**src/ncb_pkg.sv**
```systemverilog
// Package for the network cyclic configuration bank.
// Assumes a 200 MHz system clock and a simple strobe register port.
package ncb_pkg;

  // ----------------------------------------------------------------
  // Register offsets (word index on the plain port)
  // ----------------------------------------------------------------
  localparam logic [5:0] ADR_BIT_RATE  = 6'h00;
  localparam logic [5:0] ADR_SYNC_RATE = 6'h01;
  localparam logic [5:0] ADR_CH1_DEST  = 6'h02;
  localparam logic [5:0] ADR_CH1_SRC   = 6'h03;
  localparam logic [5:0] ADR_CH2_DEST  = 6'h04;
  localparam logic [5:0] ADR_CH2_SRC   = 6'h05;
  localparam logic [5:0] ADR_CH3_DEST  = 6'h06;
  localparam logic [5:0] ADR_CH3_SRC   = 6'h07;
  localparam logic [5:0] ADR_IN1_TGT   = 6'h08;
  localparam logic [5:0] ADR_IN2_TGT   = 6'h09;
  localparam logic [5:0] ADR_IN3_TGT   = 6'h0A;
  localparam logic [5:0] ADR_EVT_SEL   = 6'h0B;
  localparam logic [5:0] ADR_DIAG      = 6'h0C;
  localparam logic [5:0] ADR_DL_REJECT = 6'h0D;
  localparam logic [5:0] ADR_MOT_INH   = 6'h0E;
  localparam logic [5:0] ADR_SYNC_STAT = 6'h0F;
  localparam logic [5:0] ADR_NODE_ADDR = 6'h10;
  localparam logic [5:0] ADR_TRIP_EN   = 6'h11;
  localparam logic [5:0] ADR_DECODED   = 6'h12;
  localparam logic [5:0] ADR_IRQ_STAT  = 6'h13;
  localparam logic [5:0] ADR_IRQ_EN    = 6'h14;
  localparam logic [5:0] ADR_IRQ_CLR   = 6'h15;

  // ----------------------------------------------------------------
  // Reset values and codes
  // ----------------------------------------------------------------
  localparam logic [1:0]  RST_BIT_RATE  = 2'h1;
  localparam logic [15:0] DIAG_NO_DATA  = 16'h0000;
  localparam logic [15:0] DIAG_RECONFIG = 16'hFFFF;
  localparam logic [15:0] DIAG_INIT_ERR = 16'hFFFE;
  localparam logic [15:0] DIAG_SELF_RCF = 16'hFFFD;
  localparam logic [15:0] DIAG_MAX_CNT  = 16'h7FFF;
  localparam logic [7:0]  TRIP_DL_REJ   = 8'h46;
  localparam logic [7:0]  TRIP_MOTION   = 8'h51;
  localparam logic [1:0]  SYNC_NOT_MST  = 2'h0;
  localparam logic [1:0]  SYNC_MASTER   = 2'h1;
  localparam logic [1:0]  SYNC_MST_BAD  = 2'h3;
  localparam int          IRQ_BITS      = 4;

  // ----------------------------------------------------------------
  // Timing
  // ----------------------------------------------------------------
  localparam longint CLK_HZ        = 200000000;
  localparam longint DIAG_PERIOD_S = 1;
  localparam longint DIAG_CYCLES   = CLK_HZ * DIAG_PERIOD_S;
  localparam longint CYC_PER_MS    = CLK_HZ / 1000;

  typedef enum logic [1:0] {
    RATE_5M    = 2'b00,
    RATE_2M5   = 2'b01,
    RATE_1M25  = 2'b10,
    RATE_625K  = 2'b11
  } ncb_rate_type;

endpackage

```
**src/ncb_bcd_split.sv**
```systemverilog
// Decimal split of a setting into its upper digits and its low two digits.
// Assumes a purely combinational use inside the bank.
`timescale 1ns/1ps
`default_nettype none
module ncb_bcd_split #(
  parameter int W = 15
) (
  input  wire logic [W-1:0] value,
  output logic      [W-1:0] upper,
  output logic      [6:0]   lower
);
  // ----------------------------------------------------------------
  // Divide by one hundred
  // ----------------------------------------------------------------
  // Constant divisor lets synthesis build a small multiplier network
  always_comb begin
    upper = W'(value / W'(100));
    lower = 7'(value % W'(100));
  end
endmodule
`default_nettype wire

```
**src/ncb_bank.sv**
```systemverilog
// Network cyclic configuration bank: settings, decode, diagnostics, trips.
// Assumes the link engine and the drive supply same-clock event pulses.
//
// Behaviour
// - Bit-rate code 0..3 selects 5, 2.5, 1.25 Mbit/s or 625 kbit/s.
// - Sync setting low two digits fast period ms, high two slow multiple.
// - Easy-mode channels need only the fast period digits.
// - Destination decodes into node 0..255 and slot 1..3.
// - Source decodes into menu and parameter; value is transmitted.
// - Three outgoing channels; incoming slots write their target parameters.
// - Event select 0 schedules nothing; 1..4 schedule tasks one to four.
// - Event task scheduled on received or self-generated sync.
// - Diagnostics refreshed each second with messages per second.
// - Codes 0 no data, -1 reconfig, -2 init fail, -3 self reconfig.
// - Download refused when reject set and drive enabled; trip 70 if enabled.
// - Motion-core error trips 81 unless inhibit setting is one.
// - Sync status 0 not master, 1 master, 3 master with bad sync.
// - Node address zero disables network participation.
//
// Design decisions made here: the strobed register port and the placing of the registers.
`timescale 1ns/1ps
`default_nettype none
module ncb_bank
  import ncb_pkg::*;
#(
  parameter longint DIAG_CYC = ncb_pkg::DIAG_CYCLES
) (
  input  wire logic        sys_clk,
  input  wire logic        rst_n,
  input  wire logic [5:0]  regAddr,
  input  wire logic [31:0] regWrData,
  input  wire logic        regWrite,
  input  wire logic        regRead,
  output logic      [31:0] regRdData,
  input  wire logic        initPulse,
  input  wire logic        rxSync,
  input  wire logic        rxMessage,
  input  wire logic        ringActive,
  input  wire logic        reconfigDetected,
  input  wire logic        selfForcedReconfig,
  input  wire logic        initFail,
  input  wire logic        downloadReq,
  input  wire logic        driveEnabled,
  input  wire logic        motionCoreError,
  input  wire logic        syncMasterReq,
  input  wire logic        syncFreqOk,
  output logic             netEnable,
  output logic      [1:0]  bitRate,
  output logic      [6:0]  fastPeriodMs,
  output logic      [6:0]  slowMultiple,
  output logic             syncGenPulse,
  output logic      [3:0]  eventTaskPulse,
  output logic             downloadAccept,
  output logic             downloadRefused,
  output logic             tripPulse,
  output logic      [7:0]  tripCode,
  output logic      [1:0]  syncStatus,
  output logic      [7:0]  chNode [3],
  output logic      [1:0]  chSlot [3],
  output logic      [6:0]  chMenu [3],
  output logic      [6:0]  chParam [3],
  output logic      [6:0]  inMenu [3],
  output logic      [6:0]  inParam [3],
  output logic             irq
);
  import ncb_pkg::*;

  // ----------------------------------------------------------------
  // Software-written settings
  // ----------------------------------------------------------------
  logic [1:0]  bitRate_ff;
  logic [13:0] syncRate_ff;
  logic [14:0] dest_ff [3];
  logic [13:0] src_ff [3];
  logic [13:0] inTgt_ff [3];
  logic [2:0]  evtSel_ff;
  logic        dlReject_ff;
  logic        motInh_ff;
  logic [7:0]  nodeAddr_ff;
  logic        tripEn_ff;
  logic [IRQ_BITS-1:0] irqEn_ff;

  // Write decoding used by several processes
  function automatic logic wr_hit(input logic [5:0] a, input logic [5:0] t);
    return a == t;
  endfunction

  // Plain settings; live copies, all but trip enable and interrupt enable latched below at initialisation
  always_ff @(posedge sys_clk) begin
    if (!rst_n) begin
      bitRate_ff  <= RST_BIT_RATE;
      syncRate_ff <= '0;
      evtSel_ff   <= '0;
      dlReject_ff <= 1'b0;
      motInh_ff   <= 1'b0;
      nodeAddr_ff <= '0;
      tripEn_ff   <= 1'b0;
      irqEn_ff    <= '0;
      for (int i = 0; i < 3; i++) begin
        dest_ff[i]  <= '0;
        src_ff[i]   <= '0;
        inTgt_ff[i] <= '0;
      end
    end else if (regWrite) begin
      if (wr_hit(regAddr, ADR_BIT_RATE))  bitRate_ff  <= regWrData[1:0];
      if (wr_hit(regAddr, ADR_SYNC_RATE)) syncRate_ff <= regWrData[13:0];
      if (wr_hit(regAddr, ADR_EVT_SEL))   evtSel_ff   <= regWrData[2:0];
      if (wr_hit(regAddr, ADR_DL_REJECT)) dlReject_ff <= regWrData[0];
      if (wr_hit(regAddr, ADR_MOT_INH))   motInh_ff   <= regWrData[0];
      if (wr_hit(regAddr, ADR_NODE_ADDR)) nodeAddr_ff <= regWrData[7:0];
      if (wr_hit(regAddr, ADR_TRIP_EN))   tripEn_ff   <= regWrData[0];
      if (wr_hit(regAddr, ADR_IRQ_EN)) irqEn_ff <= regWrData[IRQ_BITS-1:0];
      for (int i = 0; i < 3; i++) begin
        if (wr_hit(regAddr, 6'(ADR_CH1_DEST + 2 * i)))
          dest_ff[i] <= regWrData[14:0];
        if (wr_hit(regAddr, 6'(ADR_CH1_SRC + 2 * i)))
          src_ff[i] <= regWrData[13:0];
        if (wr_hit(regAddr, 6'(ADR_IN1_TGT + i)))
          inTgt_ff[i] <= regWrData[13:0];
      end
    end
  end

  // ----------------------------------------------------------------
  // Latched at initialisation
  // ----------------------------------------------------------------
  // Settings other than trip enable and interrupt enable take effect only at init so a live link never sees a glitch
  logic [1:0]  actRate_ff;
  logic [13:0] actSync_ff;
  logic [2:0]  actEvt_ff;
  logic        actDlRej_ff;
  logic        actMotInh_ff;
  logic        actNet_ff;
  logic [14:0] actDest_ff [3];
  logic [13:0] actSrc_ff [3];
  logic [13:0] actIn_ff [3];

  always_ff @(posedge sys_clk) begin
    if (!rst_n) begin
      actRate_ff   <= RST_BIT_RATE;
      actSync_ff   <= '0;
      actEvt_ff    <= '0;
      actDlRej_ff  <= 1'b0;
      actMotInh_ff <= 1'b0;
      actNet_ff    <= 1'b0;
      for (int i = 0; i < 3; i++) begin
        actDest_ff[i] <= '0;
        actSrc_ff[i]  <= '0;
        actIn_ff[i]   <= '0;
      end
    end else if (initPulse) begin
      actRate_ff   <= bitRate_ff;
      actSync_ff   <= syncRate_ff;
      actEvt_ff    <= evtSel_ff;
      actDlRej_ff  <= dlReject_ff;
      actMotInh_ff <= motInh_ff;
      actNet_ff    <= nodeAddr_ff != 8'h00;
      for (int i = 0; i < 3; i++) begin
        actDest_ff[i] <= dest_ff[i];
        actSrc_ff[i]  <= src_ff[i];
        actIn_ff[i]   <= inTgt_ff[i];
      end
    end
  end

  assign netEnable = actNet_ff;
  assign bitRate   = actRate_ff;

  // ----------------------------------------------------------------
  // Decimal decode of sync and easy-mode settings
  // ----------------------------------------------------------------
  logic [13:0] syncUpper;
  logic [14:0] destUpper [3];
  logic [6:0]  destLower [3];
  logic [13:0] srcUpper [3];
  logic [6:0]  srcLower [3];
  logic [13:0] inUpper [3];
  logic [6:0]  inLower [3];

  ncb_bcd_split #(.W(14)) uSync (
    .value(actSync_ff),
    .upper(syncUpper),
    .lower(fastPeriodMs)
  );
  assign slowMultiple = syncUpper[6:0];

  // Same split repeated for each of the three channels
  for (genvar g = 0; g < 3; g++) begin : gChan
    ncb_bcd_split #(.W(15)) uDest (
      .value(actDest_ff[g]),
      .upper(destUpper[g]),
      .lower(destLower[g])
    );
    ncb_bcd_split #(.W(14)) uSrc (
      .value(actSrc_ff[g]),
      .upper(srcUpper[g]),
      .lower(srcLower[g])
    );
    ncb_bcd_split #(.W(14)) uIn (
      .value(actIn_ff[g]),
      .upper(inUpper[g]),
      .lower(inLower[g])
    );
    assign chNode[g]  = destUpper[g][7:0];
    assign chSlot[g]  = destLower[g][1:0];
    assign chMenu[g]  = srcUpper[g][6:0];
    assign chParam[g] = srcLower[g];
    assign inMenu[g]  = inUpper[g][6:0];
    assign inParam[g] = inLower[g];
  end

  // ----------------------------------------------------------------
  // Sync generation as master
  // ----------------------------------------------------------------
  // Only a node with a nonzero fast period acts as sync source
  logic [31:0] syncCnt_ff;
  logic        syncGen;
  assign syncGen = actNet_ff && fastPeriodMs != 7'h00 &&
                   syncCnt_ff == 32'(fastPeriodMs * CYC_PER_MS - 1);

  always_ff @(posedge sys_clk) begin
    if (!rst_n || !actNet_ff || initPulse) syncCnt_ff <= '0;
    else if (syncGen)                      syncCnt_ff <= '0;
    else syncCnt_ff <= syncCnt_ff + 32'h0000_0001;
  end
  assign syncGenPulse = syncGen;

  // ----------------------------------------------------------------
  // Event task scheduling
  // ----------------------------------------------------------------
  logic [3:0] evtPulse_ff;
  logic       syncAny;
  assign syncAny = actNet_ff && (rxSync || syncGen);

  always_ff @(posedge sys_clk) begin
    if (!rst_n) evtPulse_ff <= '0;
    else begin
      evtPulse_ff <= '0;
      if (syncAny && actEvt_ff != 3'h0 && actEvt_ff <= 3'h4)
        evtPulse_ff[2'(actEvt_ff - 3'h1)] <= 1'b1;
    end
  end
  assign eventTaskPulse = evtPulse_ff;

  // Event pulse follows the causing sync by exactly one cycle
  a_event_after_sync: assert property (@(posedge sys_clk) disable iff (!rst_n)
    syncAny && actEvt_ff == 3'h2 |=> eventTaskPulse == 4'b0010)
    else $error("event task not scheduled on sync");

  a_event_quiet: assert property (@(posedge sys_clk) disable iff (!rst_n)
    !syncAny |=> eventTaskPulse == 4'h0)
    else $error("event task without a sync");

  // ----------------------------------------------------------------
  // Diagnostics
  // ----------------------------------------------------------------
  logic [31:0] secCnt_ff;
  logic [15:0] msgCnt_ff;
  logic [15:0] diag_ff;
  logic        secTick;
  assign secTick = secCnt_ff == 32'(DIAG_CYC - 1);

  always_ff @(posedge sys_clk) begin
    if (!rst_n || secTick) secCnt_ff <= '0;
    else                   secCnt_ff <= secCnt_ff + 32'h0000_0001;
  end

  // Count saturates so the reported value never turns negative
  always_ff @(posedge sys_clk) begin
    if (!rst_n || secTick) msgCnt_ff <= '0;
    else if (rxMessage && actNet_ff && msgCnt_ff != DIAG_MAX_CNT)
      msgCnt_ff <= msgCnt_ff + 16'h0001;
  end

  // Error codes take priority over the message count
  always_ff @(posedge sys_clk) begin
    if (!rst_n) diag_ff <= DIAG_NO_DATA;
    else if (secTick) begin
      if (initFail)                diag_ff <= DIAG_INIT_ERR;
      else if (selfForcedReconfig) diag_ff <= DIAG_SELF_RCF;
      else if (reconfigDetected)   diag_ff <= DIAG_RECONFIG;
      else if (ringActive)         diag_ff <= msgCnt_ff;
      else                         diag_ff <= DIAG_NO_DATA;
    end
  end

  a_diag_stable: assert property (@(posedge sys_clk) disable iff (!rst_n)
    !secTick |=> $stable(diag_ff))
    else $error("diagnostics changed between refreshes");

  // ----------------------------------------------------------------
  // Download interlock and trips
  // ----------------------------------------------------------------
  logic       refuse;
  logic       motTrip;
  logic       trip_ff;
  logic [7:0] tripCode_ff;
  assign refuse  = downloadReq && actDlRej_ff && driveEnabled;
  assign motTrip = motionCoreError && !actMotInh_ff;
  assign downloadAccept  = downloadReq && !refuse;
  assign downloadRefused = refuse;

  // Motion trip wins when both happen in one cycle
  always_ff @(posedge sys_clk) begin
    if (!rst_n) begin
      trip_ff     <= 1'b0;
      tripCode_ff <= '0;
    end else begin
      trip_ff <= motTrip || (refuse && tripEn_ff);
      if (motTrip)                tripCode_ff <= TRIP_MOTION;
      else if (refuse && tripEn_ff) tripCode_ff <= TRIP_DL_REJ;
    end
  end
  assign tripPulse = trip_ff;
  assign tripCode  = tripCode_ff;

  a_dl_trip: assert property (@(posedge sys_clk) disable iff (!rst_n)
    refuse && tripEn_ff && !motTrip |=> tripPulse && tripCode == 8'h46)
    else $error("download refusal did not trip");

  a_dl_notrip: assert property (@(posedge sys_clk) disable iff (!rst_n)
    refuse && !tripEn_ff && !motTrip |=> !tripPulse)
    else $error("trip raised with trips disabled");

  a_motion_trip: assert property (@(posedge sys_clk) disable iff (!rst_n)
    motionCoreError && !(refuse && tripEn_ff)
      |=> tripPulse == !$past(actMotInh_ff))
    else $error("motion trip policy broken");

  // ----------------------------------------------------------------
  // Sync master status
  // ----------------------------------------------------------------
  logic [1:0] syncStat_ff;
  always_ff @(posedge sys_clk) begin
    if (!rst_n)              syncStat_ff <= SYNC_NOT_MST;
    else if (!syncMasterReq) syncStat_ff <= SYNC_NOT_MST;
    else if (!syncFreqOk)    syncStat_ff <= SYNC_MST_BAD;
    else                     syncStat_ff <= SYNC_MASTER;
  end
  assign syncStatus = syncStat_ff;

  a_sync_status: assert property (@(posedge sys_clk) disable iff (!rst_n)
    syncMasterReq && !syncFreqOk |=> syncStatus == 2'h3)
    else $error("bad sync frequency not reported");

  // ----------------------------------------------------------------
  // Interrupts: sync, refusal, motion trip, diagnostic refresh
  // ----------------------------------------------------------------
  logic [IRQ_BITS-1:0] irqStat_ff;
  logic [IRQ_BITS-1:0] irqSet;
  logic [IRQ_BITS-1:0] irqClr;
  assign irqSet = {secTick, motTrip, refuse, syncAny};
  assign irqClr = (regWrite && wr_hit(regAddr, ADR_IRQ_CLR)) ?
                  regWrData[IRQ_BITS-1:0] : '0;

  // Set wins over a clear landing in the same cycle
  always_ff @(posedge sys_clk) begin
    if (!rst_n) irqStat_ff <= '0;
    else        irqStat_ff <= (irqStat_ff & ~irqClr) | irqSet;
  end
  assign irq = |(irqStat_ff & irqEn_ff);

  // ----------------------------------------------------------------
  // Read port, data one cycle after the strobe
  // ----------------------------------------------------------------
  logic [31:0] rd_ff;
  always_ff @(posedge sys_clk) begin
    if (!rst_n) rd_ff <= '0;
    else if (regRead) begin
      rd_ff <= '0;
      unique case (regAddr)
        ADR_BIT_RATE:  rd_ff <= 32'(bitRate_ff);
        ADR_SYNC_RATE: rd_ff <= 32'(syncRate_ff);
        ADR_CH1_DEST:  rd_ff <= 32'(dest_ff[0]);
        ADR_CH1_SRC:   rd_ff <= 32'(src_ff[0]);
        ADR_CH2_DEST:  rd_ff <= 32'(dest_ff[1]);
        ADR_CH2_SRC:   rd_ff <= 32'(src_ff[1]);
        ADR_CH3_DEST:  rd_ff <= 32'(dest_ff[2]);
        ADR_CH3_SRC:   rd_ff <= 32'(src_ff[2]);
        ADR_IN1_TGT:   rd_ff <= 32'(inTgt_ff[0]);
        ADR_IN2_TGT:   rd_ff <= 32'(inTgt_ff[1]);
        ADR_IN3_TGT:   rd_ff <= 32'(inTgt_ff[2]);
        ADR_EVT_SEL:   rd_ff <= 32'(evtSel_ff);
        ADR_DIAG:      rd_ff <= 32'(diag_ff);
        ADR_DL_REJECT: rd_ff <= 32'(dlReject_ff);
        ADR_MOT_INH:   rd_ff <= 32'(motInh_ff);
        ADR_SYNC_STAT: rd_ff <= 32'(syncStat_ff);
        ADR_NODE_ADDR: rd_ff <= 32'(nodeAddr_ff);
        ADR_TRIP_EN:   rd_ff <= 32'(tripEn_ff);
        ADR_DECODED:   rd_ff <= {actNet_ff, 1'b0, actRate_ff,
                                 5'h00, slowMultiple, 9'h000, fastPeriodMs};
        ADR_IRQ_STAT:  rd_ff <= 32'(irqStat_ff);
        ADR_IRQ_EN:    rd_ff <= 32'(irqEn_ff);
        default:       rd_ff <= '0;
      endcase
    end
  end
  assign regRdData = rd_ff;

endmodule
`default_nettype wire

```
**config.mk**
```make
export PLATFORM = sky130hd
export DESIGN_NAME = ncb_bank
export DESIGN_NICKNAME = d
export VERILOG_FILES = /design/src/ncb_pkg.sv /design/src/ncb_bcd_split.sv /design/src/ncb_bank.sv
export SDC_FILE = /design/constraint.sdc
export NUM_CORES = 1
export LEC_CHECK = 0
export BUFFER_PORTS_ARGS = -buffer_cell sky130_fd_sc_hd__buf_2
export CORE_ASPECT_RATIO = 0.9
export CORE_MARGIN = 2
export CORE_UTILIZATION = 55
export CTS_CLUSTER_DIAMETER = 80
export DETAILED_ROUTE_END_ITERATION = 6
export PLACE_DENSITY = 0.74
export REMOVE_ABC_BUFFERS = 1
export SLEW_MARGIN = 20
export SYNTH_ARGS = -nofsm -noshare
export SYNTH_HDL_FRONTEND = slang
export SYNTH_SLANG_ARGS = --single-unit
```
**constraint.sdc**
```tcl
create_clock -name sys_clk -period 22.2 [get_ports sys_clk]
set_input_delay 1.11 -clock sys_clk [delete_from_list [all_inputs] [get_ports sys_clk]]
set_output_delay 1.11 -clock sys_clk [all_outputs]
set_load 0.02 [all_outputs]
```
# Yosys cells after proc, flatten, opt, wreduce, memory -nomap -nowiden
# Memories as Yosys holds them, arrays and structs flattened.
# Cells that the tools add are included.
word_totals:
  out_inout_bits: 182
  memories: 6
  ff_bits: 199
  mem_bits_ro: 0
  word_cells: 217
  ram_bits: 258
  in_bits: 54
  latchBits: 0
op_classes:
  eq_ne: 24
  add_sub_neg: 5
  n_mul: 1
  muxes: 69
  reduce_logical: 41
  n_div: 20
  magnitude_cmp: 3
  n_bitwise: 23
  shifts: 0
memory_table:
  columns: ["memory", "depth", "width", "rd", "rd_clocked_by_memory_dff", "wr", "line_no", "source"]
  rows:
  - ["actDest_ff", 3, 15, 3, 0, 3, "ncb_bank.sv:134", "logic [14:0] actDest_ff [3];"]
  - ["dest_ff", 3, 15, 3, 0, 3, "ncb_bank.sv:73", "logic [14:0] dest_ff [3];"]
  - ["actIn_ff", 3, 14, 3, 0, 3, "ncb_bank.sv:136", "logic [13:0] actIn_ff [3];"]
  - ["actSrc_ff", 3, 14, 3, 0, 3, "ncb_bank.sv:135", "logic [13:0] actSrc_ff [3];"]
  - ["inTgt_ff", 3, 14, 3, 0, 3, "ncb_bank.sv:75", "logic [13:0] inTgt_ff [3];"]
  - ["src_ff", 3, 14, 3, 0, 3, "ncb_bank.sv:74", "logic [13:0] src_ff [3];"]
ops:
  columns: ["cell", "n"]
  rows:
  - ["one-hot mux 32 bit (21 select lines)", 1]
  - ["2-to-1 mux 14 bit", 12]
  - ["divider 14 x 7 -> 14 bit (second input constant)", 7]
  - ["remainder unit 14 x 7 -> 14 bit (second input constant)", 7]
  - ["2-to-1 mux 15 bit", 6]
  - ["adder 32 x 1 -> 32 bit (second input constant)", 2]
  - ["2-to-1 mux 16 bit", 4]
  - ["== test 6 x 4 -> 1 bit (second input constant)", 8]
  - ["divider 15 x 7 -> 15 bit (second input constant)", 3]
  - ["remainder unit 15 x 7 -> 15 bit (second input constant)", 3]
  - ["2-to-1 mux 1 bit", 41]
  - ["== test 6 x 5 -> 1 bit (second input constant)", 6]
  - ["== test 32 x 28 -> 1 bit (second input constant)", 1]
  - ["== test 32 bit", 1]
  - ["subtractor 25 x 1 -> 26 bit (second input constant)", 1]
  - ["== test 6 x 3 -> 1 bit (second input constant)", 4]
  - ["AND reduction 2 bit", 10]
  - ["multiplier 7 x 12 -> 19 bit (second input constant)", 1]
  - ["OR 1 bit", 18]
  - ["adder 16 x 1 -> 16 bit (second input constant)", 1]
  - ["inequality test 16 x 15 -> 1 bit (second input constant)", 1]
  - ["logical AND 1 bit", 14]
  - ["2-to-1 mux 7 bit", 2]
  - ["== test 6 x 2 -> 1 bit (second input constant)", 2]
  - ["other kinds (21)", 30]

# Depth between registers and ports, before layout
logic_depth:
  ltp_word: 10
  ltp_mapped: 51

# By module
# A second synthesis with hierarchy kept.
hier_totals:
  hier_cells: 4688
  area_unflattened_um2: 40093.5
by_module_without_submodules:
  columns: ["mod", "cells_per_inst", "seq_area_each_um2", "n_inst", "area_each_um2"]
  rows:
  - ["ncb_bank", 1817, 11591.1, 1, 20428.3]
  - ["ncb_bcd_split (gChan[0].uIn ...)", 282, 0.0, 7, 1903.1]
  - ["ncb_bcd_split (gChan[0].uDest ...)", 299, 0.0, 3, 2114.5]

# Least setup slack after synthesis
# Ideal clock, no wire load.
synth_path:
  path_kind: "flip-flop to output port"
  from: "reg actSync_ff[8]"
  to: "out syncGenPulse"
  t_required_ps: 21090
  setup_slack_ps: 11144
  path_buffers: 3
  path_stages_with_launch: 38
  t_arrival_ps: 9946
  path_cell_list: "dfxtp_1 > buf_2 > or2_0 > a21o_1 > a31oi_1 > nor2_1 > nor3_1 > o311ai_2 > buf_2 > or4_1 > o211ai_1 > mux2_1 > a221o_1 > nand2_1 > o21a_1 > buf_4 > mux2_2 > nor4_1 > (+2 left out) > a22oi_1 > xor2_1 > inv_1 > ha_1 > ha_1 > fa_1 > ha_1 > ha_1 > xnor2_1 > or4_1 > nor3_1 > nor3b_1 > nor3b_1 > nor3b_1 > nand3b_1 > or4_1 > a211oi_1 > o221a_2"
synth_via:
  elab_chain_cells: 5
  word_cells_on_any_way: 7
synth_rtl:
  columns: ["element", "line_no", "source"]
  rows:
  - ["from (decl)", "ncb_bank.sv:129", "logic [13:0] actSync_ff;"]
  - ["from (signal assigned)", "ncb_bank.sv:153", "actSync_ff <= syncRate_ff;"]
  - ["remainder unit 14 x 7 -> 14 bit *", "ncb_bcd_split.sv:18", "lower = 7'(value % W'(100));"]
  - ["via fastPeriodMs[4]", "ncb_bank.sv:49", "output logic [6:0] fastPeriodMs,"]
  - ["multiplier 7 x 12 -> 19 bit", "ncb_bank.sv:219", "syncCnt_ff == 32'(fastPeriodMs * CYC_PER_MS - 1);"]
  - ["subtractor 25 x 1 -> 26 bit", "ncb_bank.sv:219", null]
  - ["== test 32 bit", "ncb_bank.sv:219", null]
  - ["logical AND 1 bit *", "ncb_bank.sv:218", "assign syncGen = actNet_ff && fastPeriodMs != 7'h00 &&"]
  - ["to (decl)", "ncb_bank.sv:51", "output logic syncGenPulse,"]
# The timed path passes the listed nets; every way through them passes the cells marked *.

# Worst setup path in the final report
layout_path:
  from: "reg actSync_ff[13]"
  to: "out syncGenPulse"
layout_via:
  elab_chain_cells: 5
  word_cells_on_any_way: 7
layout_rtl:
  columns: ["element", "line_no"]
  rows:
  - ["remainder unit 14 x 7 -> 14 bit *", "ncb_bcd_split.sv:18"]
  - ["multiplier 7 x 12 -> 19 bit", "ncb_bank.sv:219"]
  - ["subtractor 25 x 1 -> 26 bit", "ncb_bank.sv:219"]
  - ["== test 32 bit", "ncb_bank.sv:219"]
  - ["logical AND 1 bit *", "ncb_bank.sv:218"]
# Mark *: on every way between the ends. The rest lies on a longest branch, timed or not.

==> results.toml <==
[critical_path]
cp_slowest_stage_delay_ps = 730
r2r_start = "actSync_ff[13]$_SDFFE_PN0P_"
path_class = "register to primary output"
end_kind = "primary output"
cp_max_fo = 20
cp_common_cell = "ha_1"
startpoint_type = "register"
worst_r2r_path_depth = 34
arrival_ps = 12150
worst_path_max_delay_cell = "o311ai_2"
r2r_end = "syncCnt_ff[20]$_SDFF_PP0_"
r2r_slack_ps = 9700
crit_required_ps = 21090

[hold_path]
min-delay-start = "tripCode[6]$_SDFFE_PN0P_"
hold-path-endpoint = "tripCode[6]$_SDFFE_PN0P_"
hold_depth = 1
hp-class = "register to register"

[sta]
hold_viol_final = 0
final.setup.tns_ps = 0
rsz0062_at_grt = "no"
holdWs_ps = 448
slew_headroom = 0.322
fin_crit_sh = 0.597
final-setup-viol-count = 0
tightest_slew_ps = 1020
max_freq_ghz = 0.0754
fin_skew_ps = 15.1
period_minus_slack_ps = 13260
drv_slew = 0

[finish]
seqCellArea_sq_um = 11600
post-route-util = 0.598
nNetsFinal = 4273
area_delta_synth_final_pct = 7.08
drive_gt1_frac = 0.106
fin_cells = 5042
n_fill_cell = 5599
multi_input_area_sq_um = 21800

[clock_network]
cts_made_buffers = 45
post_cts_buffers = 0
clkSinkCount = 450
insertion_delay_ps = 570
post_cts_resized = 0
cts_buffer_depth = 3
root_buffer = "clkbuf_16"
clkTransAtPathRegs_ps = 60
cts_tree = "done"
htree_levels = 2
postCtsHoldBufs = 0

[detailed_routing]
drt_iter0_drc = 3492
post_drt_wl_per_cell_um = 19.1
via_count = 32600
firstDrtPassIters = 5
ant_nets = 0
drc = 0
wirelength_um = 96300
vias_per_cell = 6.47

[power_and_ir_drop]
peakVddDrop_mv = 0.156
p_leak_nw = 14.6
finalPower_mw = 3.61
power_density_nw_per_um2 = 96.0

[floorplan]
die_area_sq_um = 65900
rows = 87
coreArea_sq_um = 62900
io_pins = 236
initial_core_util = 0.558
die_y_um = 244
dieWidth_um = 270

[grt]
grt_pass1_vias = 28500
antenna_found_initial = 12
grt_pass1_wl_um = 152000
grt_max_degree = 139
track_usage = 0.277
overflow = 0

[yosys]
yosysWarningCount = 0
synth_cell_type_count = 132
synthArstFlopShare = 0
synth_area_per_cell_sq_um = 8.44
synth_cells = 4160
seq_area_frac_synth = 0.330
synthFlopType = "edfxtp_1"
synth-seq-cells = 450
synth_edf_count = 258
syn_area_sq_um = 35100

[run_status]
status = "complete, no violations"

[placed_design]
portBuffers = 209
gp_congestion = 0.963
dpl.hpwl_um = 70600
dp_cells = 4953

[run]
drv_cap = 0
[placed cells by master (no fill, tap or decap), types with 41 or more instances in the layout]
cell	synthesis	final
a21boi_0	45	45
o31ai_1	47	47
nand3_1	124	124
xnor2_1	129	129
nor2b_1	84	84
o21ai_0	203	203
dfxtp_1	192	192
o21a_1	44	44
a211oi_1	47	47
a21oi_1	205	205
o211ai_1	51	51
xor2_1	94	94
nor3_1	99	93
clkbuf_16	0	47
and2_1	97	97
nor2_1	317	317
inv_1	135	135
nand2_1	342	342
a22oi_1	59	59
a21o_1	61	61
buf_2	46	207
mux2i_1	67	67
edfxtp_1	258	258
a31oi_1	53	53
and3_1	166	166
nand2b_1	45	44
or3_1	45	45
ha_1	57	57
o22ai_1	41	41
[cells in the mapped netlist (29+ instances only)]
cell type | count | area share
xnor2_1 | 129 | 0.032
o31a_1 | 29 | 0.0072
o211ai_1 | 51 | 0.011
and3_1 | 166 | 0.030
nand4_1 | 40 | 0.0071
nor2_1 | 317 | 0.034
buf_2 | 46 | 0.0066
edfxtp_1 | 258 | 0.22
dfxtp_1 | 192 | 0.11
a22oi_1 | 59 | 0.013
nand2_1 | 342 | 0.037
or3_1 | 45 | 0.0080
a221oi_1 | 33 | 0.0082
ha_1 | 57 | 0.020
buf_4 | 35 | 0.0075
o21ai_0 | 203 | 0.029
a21boi_0 | 45 | 0.0096
nand2b_1 | 45 | 0.0080
a22o_1 | 39 | 0.0097
nor3_1 | 99 | 0.014
and2_1 | 97 | 0.017
a21oi_1 | 205 | 0.029
o22ai_1 | 41 | 0.0073
o221ai_1 | 38 | 0.0095
nand3_1 | 124 | 0.018
xor2_1 | 94 | 0.023
mux2i_1 | 67 | 0.019
inv_1 | 135 | 0.014
clkbuf_1 | 188 | 0.020
o31ai_1 | 47 | 0.010
nor2b_1 | 84 | 0.015
a211oi_1 | 47 | 0.010
o21a_1 | 44 | 0.0094
a31oi_1 | 53 | 0.0094
a21o_1 | 61 | 0.013
[cell type report]
cell class	count	area share
clock buffer	62	0.0341
tap	845	0.0281
antenna	7	0.000466
timing repair buffer	229	0.0320
clock inverter	20	0.00346
inverter	145	0.0145
multi-input combinational	3284	0.579
sequential	450	0.308
[where the power goes]
group / internal (mW) / switching [mW] / leakage, nW
sequential: 0.918 / 0.0701 / 4.20
combinational: 0.710 / 1.18 / 9.68
clock: 0.416 / 0.319 / 0.702
total: 2.04 / 1.57 / 14.6
[through the flow]
step,instance area [sq um],setup WS (ps)
detailed placement,36200,9730
global route,37600,8070
finish,37600,8940
floorplan,33900,10910
CTS,37600,9060
global placement,36200,9790
[worst max-delay path, delay by kind of cell (launching register included)]
kind	cells	cell delay [ps]
and+or+nand+nor	10	3170
buffers and inverters	1	180
AOI/OAI and AO/OA	14	4830
xor gates and xnor gates	3	840
DFF	1	700
adders and majority gates	5	1820
[cells by family after synthesis]
logic type      Yosys count  share of synthesized area
other cells               1                   0.000107
xor+xnor                226                     0.0570
simple gates           1549                      0.229
mux                      91                     0.0272
compound gates         1327                      0.275
flops                   450                      0.330
buf+inv                 434                     0.0521
fa+ha+maj                82                     0.0295
[worst max path at each step]
stage	startpoint	to	slack [ps]	cells past startpoint
6_report	actSync_ff[13]$_SDFFE_PN0P_	syncGenPulse	8940	33
3_5_place_dp	actSync_ff[13]$_SDFFE_PN0P_	syncGenPulse	9730	34
5_1_grt	actSync_ff[8]$_SDFFE_PN0P_	syncGenPulse	8070	34
4_1_cts	actSync_ff[13]$_SDFFE_PN0P_	syncGenPulse	9060	33
2_1_floorplan	actSync_ff[12]$_SDFFE_PN0P_	syncGenPulse	10910	35
3_3_place_gp	actSync_ff[12]$_SDFFE_PN0P_	syncGenPulse	9790	35
[metal layers]
metal | track usage | wire length (um)
met1 | 0.402 | 43400
met4 | 0.0788 | 2620
met2 | 0.422 | 42100
met5 | 0 | 43
met3 | 0.0466 | 8210
[sequential cells by signal (all words and copies together) (netlist names), 16 cells and up]
register	cells
actDest_ff	45
actIn_ff	42
actSrc_ff	42
dest_ff	45
diag_ff	16
inTgt_ff	42
msgCnt_ff	16
regRdData	26
secCnt_ff	32
src_ff	42
syncCnt_ff	32
(Power assumes the default switching activity.)
